File: src/core/flash_seq_consts.svh
// Constants for the erase/program command sequencer: opcodes, framing counts,
// self-timed durations and array layout. Included only by the erase/program sequencer module.
`ifndef FLASH_SEQ_CONSTS_SVH
`define FLASH_SEQ_CONSTS_SVH

// ----------------------------------------------------------------
// Opcodes
// ----------------------------------------------------------------
`define OPC_WRITE_UNLOCK 8'h06
`define OPC_WIPE_4K 8'h20
`define OPC_WIPE_32K 8'h52
`define OPC_WIPE_64K 8'hD8
`define OPC_WIPE_ALL_A 8'h60
`define OPC_WIPE_ALL_B 8'hC7
`define OPC_WRITE_PAGE 8'h02

// ----------------------------------------------------------------
// Framing
// ----------------------------------------------------------------
`define BYTES_OPCODE_ONLY 9'h001
`define BYTES_ADDR_FRAME 9'h005
`define BYTES_PAGE_MIN 9'h006
`define BITS_PER_BYTE 4'h8
`define ADDR_BYTES 4

// ----------------------------------------------------------------
// Self-timed durations in microseconds, and the core clock rate
// ----------------------------------------------------------------
`define CLK_MHZ 25
`define WIPE_4K_DURATION_US 40
`define WIPE_32K_DURATION_US 120
`define WIPE_64K_DURATION_US 200
`define WIPE_ALL_DURATION_US 800
`define PAGE_WRITE_DURATION_US 10

// ----------------------------------------------------------------
// Array layout
// ----------------------------------------------------------------
`define PAGE_BYTES 256
`define SECTORS_PER_BLOCK 16

`endif

File: src/core/flash_seq_pkg.sv
// Types shared by the erase/program sequencer files.
// Assumes the constants header is included by each user.
package flash_seq_pkg;

  // Sequencer phase
  typedef enum logic [2:0] {
    ST_IDLE,
    ST_SCAN,
    ST_PUSH,
    ST_RUN
  } seq_state_e;

  // Size of one erase issued to the array
  typedef enum logic [1:0] {
    SPAN_4K,
    SPAN_32K,
    SPAN_64K
  } erase_span_e;

endpackage

File: src/core/pin_sync.sv
// Two-flop synchroniser for a bundle of link pins.
// Assumes each bit is an independent level from outside the clock domain.
`timescale 1ns/100ps

module pin_sync #(
  parameter int W = 6,
  parameter logic [W-1:0] RST_VAL = '0 // Idle level per pin, so no false edge follows reset
) (
  input wire logic ref_clk_in, // Core clock
  input wire logic rst_in, // Async reset, high
  input wire logic [W-1:0] pin_in, // Raw pins
  output logic [W-1:0] sync_out // Synchronised copy
);

  logic [W-1:0] meta_q;
  logic [W-1:0] sync_q;

  // ----------------------------------------------------------------
  // Two stages; only the second stage is visible
  // ----------------------------------------------------------------
  always_ff @(posedge ref_clk_in or posedge rst_in) begin
    if (rst_in) begin
      meta_q <= RST_VAL;
      sync_q <= RST_VAL;
    end else begin
      meta_q <= pin_in;
      sync_q <= meta_q;
    end
  end

  assign sync_out = sync_q;

endmodule

File: src/core/prog_fifo.sv
// Small synchronous FIFO between the page buffer and the array port.
// Assumes one clock; the drain side may stall for any time.
`timescale 1ns/100ps

module prog_fifo #(
  parameter int W = 33,
  parameter int DEPTH = 8
) (
  input wire logic ref_clk_in, // Core clock
  input wire logic rst_in, // Async reset, high
  input wire logic in_valid_in, // Write offered
  output logic in_ready_out, // Space free
  input wire logic [W-1:0] in_data_in, // Write word
  output logic out_valid_out, // Word available
  input wire logic out_ready_in, // Drain accepts
  output logic [W-1:0] out_data_out, // Head word
  output logic empty_out // Nothing stored
);

  localparam int AW = (DEPTH > 1) ? $clog2(DEPTH) : 1;

  initial begin
    if (DEPTH < 2 || (DEPTH & (DEPTH - 1)) != 0 || W < 1) begin
      $error("prog_fifo: DEPTH must be a power of two >= 2");
    end
  end

  logic [W-1:0] mem [0:DEPTH-1];
  logic [AW-1:0] wr_q;
  logic [AW-1:0] rd_q;
  logic [AW:0] cnt_q;
  wire push = in_valid_in & in_ready_out;
  wire pop = out_valid_out & out_ready_in;

  // Full and empty straight from the occupancy count
  assign in_ready_out = (cnt_q != DEPTH[AW:0]);
  assign out_valid_out = (cnt_q != '0);
  assign empty_out = (cnt_q == '0);
  assign out_data_out = mem[rd_q];

  // ----------------------------------------------------------------
  // Pointers and storage
  // ----------------------------------------------------------------
  always_ff @(posedge ref_clk_in or posedge rst_in) begin
    if (rst_in) begin
      wr_q <= '0;
      rd_q <= '0;
      cnt_q <= '0;
    end else begin
      if (push) begin
        wr_q <= wr_q + 1'b1;
      end
      if (pop) begin
        rd_q <= rd_q + 1'b1;
      end
      cnt_q <= cnt_q + {{AW{1'b0}}, push} - {{AW{1'b0}}, pop};
    end
  end

  always_ff @(posedge ref_clk_in) begin
    if (push) begin
      mem[wr_q] <= in_data_in;
    end
  end
endmodule

File: src/core/flash_erase_program.sv
// Erase and page-write command sequencer of a serial NOR flash.
// Assumes the host drives chip select, serial clock and SIO pins; the array
// sits beyond erase and program ports; lock bits arrive as static levels.
//
// Summary of operation
// - 4K command erases the addressed 4K sector
// - 32K command erases the 32K half-block chosen by address bit 15
// - 64K command erases the addressed 64K block
// - Any address in unit erases whole unit
// - Erase taken only if select rises after address
// - Opcode takes 8 SPI or 2 QPI clocks
// - Self-timed operation starts at select rising
// - Busy flag high throughout; completion clears latch
// - Busy flag readable while operation runs
// - Erase of locked unit is not carried out
// - Whole-array erase: opcode only, exact boundary
// - Range scheme: whole erase only if bits zero
// - Unit scheme: whole erase skips locked blocks
// - Page write 1 to 256 bytes, 1-to-0
// - Over 256 bytes keeps only last 256
// - Page bytes wrap inside the same page
// - Page write needs data; select rises on byte
// - Page write to locked page not done
// - Scheme select picks range or unit locks
`timescale 1ns/100ps
`include "flash_seq_consts.svh"

module flash_erase_program #(
  parameter int ADDR_W = 25,
  parameter int BLOCKS = 512,
  parameter int FIFO_DEPTH = 8,
  parameter int WIPE_4K_CYC = `WIPE_4K_DURATION_US * `CLK_MHZ,
  parameter int WIPE_32K_CYC = `WIPE_32K_DURATION_US * `CLK_MHZ,
  parameter int WIPE_64K_CYC = `WIPE_64K_DURATION_US * `CLK_MHZ,
  parameter int WIPE_ALL_CYC = `WIPE_ALL_DURATION_US * `CLK_MHZ,
  parameter int PAGE_WRITE_CYC = `PAGE_WRITE_DURATION_US * `CLK_MHZ
) (
  input wire logic ref_clk_in, // Core clock, 25 MHz
  input wire logic rst_in, // Async reset, high
  input wire logic sclk_in, // Serial clock pin
  input wire logic cs_n_in, // Chip select pin, low active
  input wire logic [3:0] sio_in, // Serial data pins
  input wire logic qpi_mode_in, // 1 = four-line commands
  input wire logic protect_scheme_select_in, // 0 range, 1 unit locks
  input wire logic [3:0] range_lock_bits_in, // Range lock level
  input wire logic [BLOCKS-1:0] persistent_unit_lock_in, // Per-block lock
  input wire logic [BLOCKS-1:0] volatile_unit_lock_in, // Per-block lock
  input wire logic [15:0] bottom_sector_lock_in, // 4K locks, block 0
  input wire logic [15:0] top_sector_lock_in, // 4K locks, last block
  output logic op_in_flight_flag_out, // Operation running
  output logic write_unlock_latch_out, // Latch state
  output logic erase_strobe_out, // One-cycle erase order
  output logic [ADDR_W-1:0] erase_base_out, // Unit base address
  output logic [1:0] erase_span_out, // Unit size
  output logic prog_valid_out, // Program byte offered
  input wire logic prog_ready_in, // Array takes byte
  output logic [ADDR_W-1:0] prog_addr_out, // Byte address
  output logic [7:0] prog_data_out // Bits to clear to 0
);

  localparam int BW = $clog2(BLOCKS);
  localparam int FW = ADDR_W + 8;

  initial begin
    if (ADDR_W != BW + 16 || BLOCKS < 2 || WIPE_ALL_CYC < 1 || PAGE_WRITE_CYC < 1) begin
      $error("flash_erase_program: ADDR_W must equal log2(BLOCKS)+16");
    end
  end

  // ----------------------------------------------------------------
  // Pin sampling and edge finding
  // ----------------------------------------------------------------
  logic [5:0] pins_s;
  logic sclk_prev_q, cs_prev_q;

  pin_sync #(.W(6), .RST_VAL(6'h10)) u_sync (.ref_clk_in(ref_clk_in), .rst_in(rst_in), .sync_out(pins_s),
    .pin_in({sclk_in, cs_n_in, sio_in}));

  wire sclk_s = pins_s[5];
  wire cs_n_s = pins_s[4];
  wire [3:0] sio_s = pins_s[3:0];
  wire sclk_rise = sclk_s & ~sclk_prev_q & ~cs_n_s;
  wire cs_fall = ~cs_n_s & cs_prev_q;
  wire cs_rise = cs_n_s & ~cs_prev_q;

  // ----------------------------------------------------------------
  // Frame shifter
  // ----------------------------------------------------------------
  logic [7:0] shift_q, opcode_q;
  logic [3:0] bits_q;
  logic [8:0] bytes_q;
  logic [ADDR_W-1:0] addr_q;
  logic [7:0] page_ptr_q;
  logic frame_ok_q;

  // Upper lines ignored in SPI mode
  wire [7:0] shift_d = qpi_mode_in ? {shift_q[3:0], sio_s} : {shift_q[6:0], sio_s[0]};
  wire [3:0] bits_d = bits_q + (qpi_mode_in ? 4'h4 : 4'h1);
  wire byte_done = sclk_rise & (bits_d == `BITS_PER_BYTE);
  wire data_byte = byte_done & (bytes_q >= `BYTES_ADDR_FRAME) & (opcode_q == `OPC_WRITE_PAGE);

  flash_seq_pkg::seq_state_e state_q;
  logic op_in_flight_q, latch_q;

  always_ff @(posedge ref_clk_in or posedge rst_in) begin
    if (rst_in) begin
      sclk_prev_q <= 1'b0;
      cs_prev_q <= 1'b1;
      shift_q <= 8'h00;
      opcode_q <= 8'h00;
      bits_q <= 4'h0;
      bytes_q <= 9'h000;
      addr_q <= '0;
      page_ptr_q <= 8'h00;
      frame_ok_q <= 1'b0;
    end else begin
      sclk_prev_q <= sclk_s;
      cs_prev_q <= cs_n_s;
      if (cs_fall) begin
        bits_q <= 4'h0;
        bytes_q <= 9'h000;
        frame_ok_q <= ~op_in_flight_q;
      end else if (sclk_rise) begin
        shift_q <= shift_d;
        bits_q <= byte_done ? 4'h0 : bits_d;
        if (byte_done && bytes_q != 9'h1FF) begin
          bytes_q <= bytes_q + 9'h001;
        end
        if (byte_done && frame_ok_q && bytes_q == 9'h000) begin
          opcode_q <= shift_d;
        end
        if (byte_done && frame_ok_q && bytes_q != 9'h000 && bytes_q < `BYTES_ADDR_FRAME) begin
          addr_q <= {addr_q[ADDR_W-9:0], shift_d};
        end
        if (byte_done && bytes_q == 9'h004) begin
          page_ptr_q <= shift_d;
        end else if (data_byte) begin
          page_ptr_q <= page_ptr_q + 8'h01;
        end
      end
    end
  end

  // ----------------------------------------------------------------
  // Page buffer: a wrapping pointer keeps the newest 256 bytes
  // ----------------------------------------------------------------
  logic [7:0] page_mem [0:`PAGE_BYTES-1];
  logic [`PAGE_BYTES-1:0] page_vld_q;
  wire page_wr = data_byte & frame_ok_q & latch_q;

  always_ff @(posedge ref_clk_in) begin
    if (page_wr) begin
      page_mem[page_ptr_q] <= shift_d;
    end
  end

  // ----------------------------------------------------------------
  // Protection lookup for the framed address and the scan block
  // ----------------------------------------------------------------
  logic [BW-1:0] scan_q;
  wire [BW-1:0] blk = addr_q[ADDR_W-1:16];
  wire [16:0] rl_cnt = (range_lock_bits_in == 4'h0) ? 17'h0_0000 : (17'h0_0001 << (range_lock_bits_in - 4'h1));
  wire [16:0] blk_from_top = 17'(BLOCKS - 1) - 17'(blk);
  wire range_hit = (rl_cnt > blk_from_top);
  wire [15:0] edge_lock = (blk == '0) ? bottom_sector_lock_in :
                          (blk == BW'(BLOCKS - 1)) ? top_sector_lock_in : 16'h0000;
  wire is_4k = (opcode_q == `OPC_WIPE_4K) | (opcode_q == `OPC_WRITE_PAGE);
  wire [15:0] sec_one = 16'h0001 << addr_q[15:12];
  wire [15:0] sec_half = addr_q[15] ? 16'hFF00 : 16'h00FF;
  wire [15:0] span_mask = is_4k ? sec_one : (opcode_q == `OPC_WIPE_32K) ? sec_half : 16'hFFFF;
  wire unit_hit = persistent_unit_lock_in[blk] | volatile_unit_lock_in[blk] | ((edge_lock & span_mask) != 16'h0000);
  wire prot_hit = protect_scheme_select_in ? unit_hit : range_hit;
  wire scan_edge = (scan_q == '0) | (scan_q == BW'(BLOCKS - 1));
  wire scan_skip = persistent_unit_lock_in[scan_q] | volatile_unit_lock_in[scan_q] |
                   (scan_edge & ((scan_q == '0 ? bottom_sector_lock_in : top_sector_lock_in) != 16'h0000));

  // ----------------------------------------------------------------
  // Command acceptance at chip select rising
  // ----------------------------------------------------------------
  wire on_byte = (bits_q == 4'h0);
  wire is_erase = (opcode_q == `OPC_WIPE_4K) | (opcode_q == `OPC_WIPE_32K) | (opcode_q == `OPC_WIPE_64K);
  wire is_all = (opcode_q == `OPC_WIPE_ALL_A) | (opcode_q == `OPC_WIPE_ALL_B);
  wire is_page = (opcode_q == `OPC_WRITE_PAGE);
  wire take = cs_rise & frame_ok_q & on_byte & ~op_in_flight_q;
  wire unlock_go = take & (opcode_q == `OPC_WRITE_UNLOCK) & (bytes_q == `BYTES_OPCODE_ONLY);
  wire erase_go = take & latch_q & is_erase & (bytes_q == `BYTES_ADDR_FRAME) & ~prot_hit;
  wire all_go = take & latch_q & is_all & (bytes_q == `BYTES_OPCODE_ONLY) &
                (protect_scheme_select_in | (range_lock_bits_in == 4'h0));
  wire page_go = take & latch_q & is_page & (bytes_q >= `BYTES_PAGE_MIN) & ~prot_hit;
  wire start = erase_go | all_go | page_go;

  wire [31:0] erase_cyc = (opcode_q == `OPC_WIPE_4K) ? 32'(WIPE_4K_CYC) :
                          (opcode_q == `OPC_WIPE_32K) ? 32'(WIPE_32K_CYC) : 32'(WIPE_64K_CYC);
  wire [ADDR_W-1:0] unit_mask = (opcode_q == `OPC_WIPE_4K) ? {{(ADDR_W-12){1'b1}}, 12'h000} :
                                (opcode_q == `OPC_WIPE_32K) ? {{(ADDR_W-15){1'b1}}, 15'h0000} :
                                {{(ADDR_W-16){1'b1}}, 16'h0000};
  wire [1:0] erase_span = (opcode_q == `OPC_WIPE_4K) ? 2'(flash_seq_pkg::SPAN_4K) :
                          (opcode_q == `OPC_WIPE_32K) ? 2'(flash_seq_pkg::SPAN_32K) : 2'(flash_seq_pkg::SPAN_64K);

  // ----------------------------------------------------------------
  // Program byte stream into the FIFO
  // ----------------------------------------------------------------
  logic [8:0] push_idx_q;
  logic fifo_in_ready, fifo_empty;
  wire [7:0] push_lo = push_idx_q[7:0];
  wire push_valid = (state_q == flash_seq_pkg::ST_PUSH) & page_vld_q[push_lo];
  wire push_step = (state_q == flash_seq_pkg::ST_PUSH) & (~page_vld_q[push_lo] | fifo_in_ready);
  wire [FW-1:0] push_word = {addr_q[ADDR_W-1:8], push_lo, page_mem[push_lo]};

  prog_fifo #(.W(FW), .DEPTH(FIFO_DEPTH)) u_fifo (.ref_clk_in(ref_clk_in), .rst_in(rst_in),
    .in_valid_in(push_valid), .in_ready_out(fifo_in_ready), .in_data_in(push_word), .out_valid_out(prog_valid_out),
    .out_ready_in(prog_ready_in), .out_data_out({prog_addr_out, prog_data_out}), .empty_out(fifo_empty));

  // ----------------------------------------------------------------
  // Sequencer: timer runs from start; finish waits for timer and drain
  // ----------------------------------------------------------------
  logic [31:0] timer_q;
  logic erase_strobe_q;
  logic [ADDR_W-1:0] erase_base_q;
  logic [1:0] erase_span_q;
  wire finish = (state_q == flash_seq_pkg::ST_RUN) & (timer_q == 32'h0000_0000) & fifo_empty;

  always_ff @(posedge ref_clk_in or posedge rst_in) begin
    if (rst_in) begin
      state_q <= flash_seq_pkg::ST_IDLE;
      op_in_flight_q <= 1'b0;
      latch_q <= 1'b0;
      timer_q <= 32'h0000_0000;
      scan_q <= '0;
      push_idx_q <= 9'h000;
      page_vld_q <= '0;
      erase_strobe_q <= 1'b0;
      erase_base_q <= '0;
      erase_span_q <= 2'h0;
    end else begin
      erase_strobe_q <= 1'b0;
      if (timer_q != 32'h0000_0000) begin
        timer_q <= timer_q - 32'h0000_0001;
      end
      if (cs_fall && !op_in_flight_q) begin
        page_vld_q <= '0;
      end else if (page_wr) begin
        page_vld_q[page_ptr_q] <= 1'b1;
      end
      if (unlock_go) begin
        latch_q <= 1'b1;
      end
      case (state_q)
        flash_seq_pkg::ST_IDLE: begin
          if (erase_go) begin
            erase_strobe_q <= 1'b1;
            erase_base_q <= addr_q & unit_mask;
            erase_span_q <= erase_span;
            timer_q <= erase_cyc;
            state_q <= flash_seq_pkg::ST_RUN;
          end else if (all_go) begin
            scan_q <= '0;
            timer_q <= 32'(WIPE_ALL_CYC);
            state_q <= flash_seq_pkg::ST_SCAN;
          end else if (page_go) begin
            push_idx_q <= 9'h000;
            timer_q <= 32'(PAGE_WRITE_CYC);
            state_q <= flash_seq_pkg::ST_PUSH;
          end
          if (start) begin
            op_in_flight_q <= 1'b1;
          end
        end
        flash_seq_pkg::ST_SCAN: begin
          if (!scan_skip) begin
            erase_strobe_q <= 1'b1;
            erase_base_q <= {scan_q, 16'h0000};
            erase_span_q <= 2'(flash_seq_pkg::SPAN_64K);
          end
          scan_q <= scan_q + 1'b1;
          if (scan_q == BW'(BLOCKS - 1)) begin
            state_q <= flash_seq_pkg::ST_RUN;
          end
        end
        flash_seq_pkg::ST_PUSH: begin
          if (push_step) begin
            push_idx_q <= push_idx_q + 9'h001;
            if (push_idx_q == 9'h0FF) begin
              state_q <= flash_seq_pkg::ST_RUN;
            end
          end
        end
        flash_seq_pkg::ST_RUN: begin
          if (finish) begin
            op_in_flight_q <= 1'b0;
            latch_q <= 1'b0;
            state_q <= flash_seq_pkg::ST_IDLE;
          end
        end
        default: begin
          state_q <= flash_seq_pkg::ST_IDLE;
        end
      endcase
    end
  end

  // Status is live at all times, including mid-operation
  assign op_in_flight_flag_out = op_in_flight_q;
  assign write_unlock_latch_out = latch_q;
  assign erase_strobe_out = erase_strobe_q;
  assign erase_base_out = erase_base_q;
  assign erase_span_out = erase_span_q;
endmodule

File: config.mk
export PLATFORM = sky130hd
export DESIGN_NAME = flash_erase_program
export DESIGN_NICKNAME = d
export VERILOG_FILES = /design/src/core/flash_seq_pkg.sv /design/src/core/pin_sync.sv /design/src/core/prog_fifo.sv /design/src/core/flash_erase_program.sv
export VERILOG_INCLUDE_DIRS = /design/src /design/src/core
export SDC_FILE = /design/constraint.sdc
export NUM_CORES = 2
export LEC_CHECK = 0
export CAP_MARGIN = 20
export CORE_ASPECT_RATIO = 1.5
export CORE_MARGIN = 3
export CORE_UTILIZATION = 23
export DETAILED_ROUTE_END_ITERATION = 7
export DONT_BUFFER_PORTS = 1
export SLEW_MARGIN = 15
export SYNTH_ARGS = -nofsm -noshare
export SYNTH_HDL_FRONTEND = slang
export SYNTH_HIERARCHICAL = 1
export SYNTH_SLANG_ARGS = --single-unit
File: constraint.sdc
create_clock -name ref_clk_in -period 14 [get_ports ref_clk_in]
set_clock_uncertainty 0.15 [all_clocks]
set_input_delay 1.4 -clock ref_clk_in [delete_from_list [all_inputs] [get_ports ref_clk_in]]
set_output_delay 1.4 -clock ref_clk_in [all_outputs]
set_load 0.02 [all_outputs]
Word-level counts from Yosys, hierarchy flattened
Memory sizes are Yosys's and may differ from the RTL's.
Cells that the tools add are included.

cells by class
  eq/ne operators = 31
  add/subtract/negate cells = 12
  bitwise gates (word level) = 54
  shift operators = 2
  order comparisons = 9
  reductions and logical operators = 39
  multiplexer cells = 78

operators with widths
  cell                                                 number
  2-to-1 mux 256 bit                                   2
  OR 256 bit                                           1
  2-to-1 mux 32 bit                                    5
  2-to-1 mux 16 bit                                    8
  2-to-1 mux 9 bit                                     9
  2-to-1 mux 25 bit                                    2
  case mux 25 bit (2 select lines)                     1
  binary-select mux 1 bit (select 9 bit)               4
  case mux 9 bit (2 select lines)                      2
  zero test 32 bit                                     1
  nonzero test 16 bit                                  2
  nonzero test 32 bit                                  1
  subtractor 32 x 1 -> 32 bit, second input constant   1
  AND 1 bit                                            31
  adder 9 x 1 -> 9 bit, second input constant          3
  zero test 9 bit                                      3
  2-to-1 mux 13 bit                                    2
  AND 25 bit                                           1
  2-to-1 mux 3 bit                                     8
  2-to-1 mux 8 bit                                     3
  < comparator 9 x 10 -> 1 bit, second input constant  2
  inequality test 2 bit, second input constant         10
  equality test 9 x 3 -> 1 bit, second input constant  2
  equality test 9 bit, second input constant           2
  49 further kinds                                     119

word-level totals
  memories = 2
  output and inout bits = 64
  RAM bits = 2312
  register bits after elaboration = 425

memory list
  memory      words  width  rd ports  clocked after memory_dff  write ports  RTL line                    source
  page_mem    256    8      1         0                         1            flash_erase_program.sv:147  logic [7:0] page_mem [0:`PAGE_BYTES-1];
  u_fifo.mem  8      33     1         0                         1            prog_fifo.sv:28             logic [W-1:0] mem [0:DEPTH-1];

Longest topological paths before layout
  word-level depth = 13
  gate-level depth with buffers = 18
  depth with buffers taken out = 14

Hierarchy
The synthesis kept the hierarchy.

by module, submodules not included
  module               area an instance (um^2)  cells each  times used
  flash_erase_program  110044.3                 7245        1
  prog_fifo            10618.9                  441         1
  pin_sync             306.5                    13          1

Worst setup path after synthesis
OpenSTA, ideal clock, no wires.

  path kind = input to register
  from = input qpi_mode_in
  to = memory page_mem[0][1] (data pin)
  library setup time = 0.770 ns
  data required time = 13.080 ns
  buffers on the path = 1
  arrival time = 4.732 ns
  setup slack = 8.348 ns
  stages = 3
  cells stage by stage = clkbuf_1 -> mux2i_1 -> inv_1

on the way
  word-level cells in the longest chain between the ends = 1

RTL lines
  element           RTL line                    source
  start, declared   flash_erase_program.sv:43   input wire logic qpi_mode_in,
  2-to-1 mux 8 bit  flash_erase_program.sv:97   wire [7:0] shift_d = qpi_mode_in ? {shift_q[3:0], sio_s} : {shift_q[6:0], sio_s[0]};
  via shift_d[1]    flash_erase_program.sv:97
  end, declared     flash_erase_program.sv:147

The timed path passes the listed nets, and every way through them passes these cells.

Worst setup path in the final report
  from = register push_idx_q[0]
  to = memory u_fifo.mem[4][5], enable pin

on the way
  word-level cells in the longest chain between the ends = 6

RTL lines
  element                                 RTL line                    source
  start, declared                         flash_erase_program.sv:203  logic [8:0] push_idx_q;
  start signal, assigned                  flash_erase_program.sv:282  push_idx_q <= push_idx_q + 9'h001;
  binary-select mux 1 bit (select 8 bit)  flash_erase_program.sv:206  wire push_valid = (state_q == flash_seq_pkg::ST_PUSH) & page_vld_q[push_lo];
  2-to-1 mux 1 bit (not written as such)  flash_erase_program.sv:206
  AND 1 bit                               flash_erase_program.sv:206
  via push_valid                          flash_erase_program.sv:206
  AND 1 bit                               prog_fifo.sv:32             wire push = in_valid_in & in_ready_out;
  2-to-1 mux 1 bit                        prog_fifo.sv:61             if (push) begin
  2-to-1 mux 1 bit (not written as such)  prog_fifo.sv:62             mem[wr_q] <= in_data_in;
  end, declared                           prog_fifo.sv:28

The timed path passes the listed nets, and every way through them passes these cells. The select of a mux whose other input is x is not followed.

==> flow_summary.ini <==
[floorplan]
ios = 1135
core_sq_mm = 0.523
start_util_pct = 23.1
die_h_microns = 894
dieWidth_microns = 598
die_area_sq_mm = 0.535
num_rows = 325

[synthesis]
synthArstFlopShare_pct = 15.1
muxShareOfSynthArea_pct = 17.1
synth_xor_area_share_pct = 0.297
yosys_warnings = 6
yosys.area_share.adder_pct = 0.441
synth_top_area_share_pct = 57.4
synthDistinctLibCells = 102
synth_area_leaders = edfxtp_1 (57%), mux4_2 (13%), dfrtp_1 (8.5%)
syn_inst = 7699
syn_area_sq_mm = 0.121
yosys.area_share.simple_pct = 6.86
syn_area_per_cell_sq_um = 15.7
synth-seq-cells = 2724
synth_top_family_by_area = multiplexers
seq_area_frac_synth_pct = 65.9
synth-compound-area-share_pct = 6.98
synth_edf_count = 2312
yosysTopAreaCell = edfxtp_1
synth_flop_cell = edfxtp_1

[grt]
gr-total-overflow = 0
grt_pass1_vias = 75274
antenna_found_initial = 483
grt_max_degree = 170
grt_pass1_wl_mm = 829
track_usage_pct = 24.0

[routing]
dr.pass1.iters = 6
drt-total-wl_mm = 648
drc = 0
wl_per_cell_microns = 42.4
drt-initial-drc-count = 9162
ant_nets = 0
avgViaCountPerCell = 5.20
num_vias = 79372

[sta]
worstMarginPinSlew_ns = 1.25
period_minus_slack_ns = 7.13
setup-violations-final = 0
final-max-slew-violation-count = 0
fin_crit_sh_pct = 50.9
grt_setup_unrepaired = false
hold_violations = 0
slew_headroom_pct = 16.6
clock.fmax_mhz = 140
finalSetupTns_ns = 0

[finish]
final_util_pct = 26.5
layout-drive-gt1-share_pct = 18.7
nets = 8748
synthToLayoutAreaGrowth_pct = 14.4
fillers = 53088
final_cell_area_sq_mm = 0.138

[setup_path]
start_kind = flip-flop
crit_fanout = 96
critPathArrivalTime_ns = 7.50
path_class = reg2reg
crit_path_end_kind = flip-flop
cp_data_required_time_ns = 14.37

[placed_design]
place_congestion = 1.10
io_buffer_count = 0
hpwl_mm = 491
place_area_sq_mm = 0.129

[power_and_ir_drop]
seqPwrFrac_pct = 53.9
static-leakage-power_nw = 42.3
clkPwrFrac_pct = 39.9
fin_total_pwr_mw = 17.0
pwr-share-comb_pct = 6.2
power_switching_mw = 3.82
irDropWorstVdd_mv = 0.123
power.share.switching_pct = 22.5
p_per_area_mw_per_mm2 = 123
power.internal_mw = 13.2

[clocking]
cts-root-buf = clkbuf_16
cts-resized-gates = 0
clk_latency_ns = 0.92
cts_setup_buffers = 0
cts.sinks = 2724
htree_num_levels = 4
numCtsBuffers = 238
ctsHoldBuffers = 0
clockBufferDepth = 4
clk_transition_reported_paths_ns = 0.07
cts_tree = built

[status]
status = finished clean

[hold_path]
min_path_type = reg2reg

[run]
max_cap_viol_count = 0
-- area by class of cell --
class	instances	area, sq um	area share, %
clock buffers	320	6640	4.80
repair buffers	203	1740	1.26
clock inverters	120	1280	0.928
inverters	63	313	0.226
diodes	574	1440	1.04
flip-flops and latches	2724	79800	57.7
multi-input cells	4405	38600	27.9
well taps	6867	8590	6.21
-- synthesized netlist by cell type (17+ instances only) --
master     number
a2111oi_0      18
a211oi_1      154
a21oi_1       286
a221oi_1       22
buf_1          29
buf_2         121
buf_4          89
buf_6          30
clkbuf_1      244
dfrtp_1       409
edfxtp_1     2312
ha_1           41
inv_1          56
mux2_2         42
mux2_4         30
mux2i_1       397
mux4_2        698
nand2_1       213
nand2b_1       36
nand3_1        52
nand4_1        26
nor2_1       1140
nor2b_1        18
nor3_1        248
nor3b_1        17
nor4_1         32
o211ai_1       27
o21a_1         75
o21ai_0       199
o221ai_1      184
o22ai_1       110
or3_1          20
xnor2_1        25
-- layer usage --
layer | vias up | routed length [microns] | global-route usage (%) | share of wire [%]
li1 | 31266 | - | - | -
met1 | 41483 | 184000 | 21.2 | 28
met2 | 4715 | 315000 | 38.4 | 49
met3 | 1800 | 68000 | 10.7 | 10
met4 | 108 | 80600 | 26.7 | 12
met5 | - | 1100 | 1.75 | 0.17
-- through the flow --
stage / hold slack (ns) / instances / setup slack (ns)
after global placement: 0.184 / 14237 / 6.96
after global routing: 0.205 / 15054 / 6.54
after detailed placement: 0.185 / 14241 / 6.93
after CTS: 0.199 / 14681 / 6.91
final: 0.199 / 15276 / 6.87
after floorplan: 0.181 / 7710 / 1.61
-- power by group through the flow --
stage	clock [mW]	combinational, mW	sequential [mW]
6_report	6.77	1.05	9.16
3_5_place_dp	0	1.03	9.34
5_1_grt	7.16	1.11	9.16
3_3_place_gp	0	1.02	9.34
4_1_cts	6.86	1.04	9.16
2_1_floorplan	0	0.650	9.38
-- cells in the final DEF (no fill, tap or decap), drive strengths merged, types with 75 or more instances in the layout --
cell	netlist	final
mux2i	397	397
edfxtp	2312	2312
nor2	1141	1141
clkbuf	245	327
nand2	213	213
buf	273	196
diode	0	574
clkinv	2	81
nor3	251	251
a211oi	154	154
o21a	75	75
o22ai	110	110
dfrtp	409	409
mux4	698	698
o21ai	205	205
o221ai	184	184
a21oi	286	286
-- final timing paths --
kind	start	endpoint	slack [ns]	cells past startpoint
max in group asynchronous	rst_in	scan_q[2]	10.88	3
setup / recovery	push_idx_q[0]	u_fifo/mem[4][5]	6.87	13
setup reg to reg	push_idx_q[0]	u_fifo/mem[4][5]	6.87	13
hold / removal	u_sync/meta_q[0]	u_sync/sync_out[0]	0.20	0
hold reg to reg	u_sync/meta_q[0]	u_sync/sync_out[0]	0.20	0
min in group asynchronous	rst_in	u_fifo/rd_q[0]	0.29	1
-- worst max-delay path, cell delays in order (launching register included) --
cell,delay (ns)
dfrtp_4,0.86
buf_12,0.54
buf_4,0.74
mux2i_1,0.18
o221ai_1,0.30
o22ai_1,0.13
a2111oi_0,0.78
nor4_2,0.26
buf_4,0.20
o311ai_1,0.62
and2_1,0.30
nand3b_1,0.30
nor2_4,0.57
buf_4,0.45
-- sequential cells by signal (all words and copies together), names as in the netlist, 2 cells and up --
signal,count
state_q,2
u_fifo/rd_q,3
page_vld_q,256
scan_q,9
addr_q,25
opcode_q,8
u_sync/meta_q,6
u_fifo/cnt_q,4
bytes_q,9
u_fifo/wr_q,3
bits_q,4
u_sync/sync_out,6
erase_span_out,2
erase_base_out,13
shift_q,7
timer_q,32
page_mem,2048
u_fifo/mem,264
page_ptr_q,8
push_idx_q,9
-- cell families (layout without fill, tap and decap cells) --
family	after synthesis	count (layout)
muxes	1168	1168
adders and majority gates	42	42
xor gates and xnor gates	41	41
DFF	2724	2724
AOI/OAI and AO/OA	1245	1245
other	1	586
and+or+nand+nor	1897	1897
buffers and inverters	581	706
No activity file was read; power rests on OpenSTA's default activity.
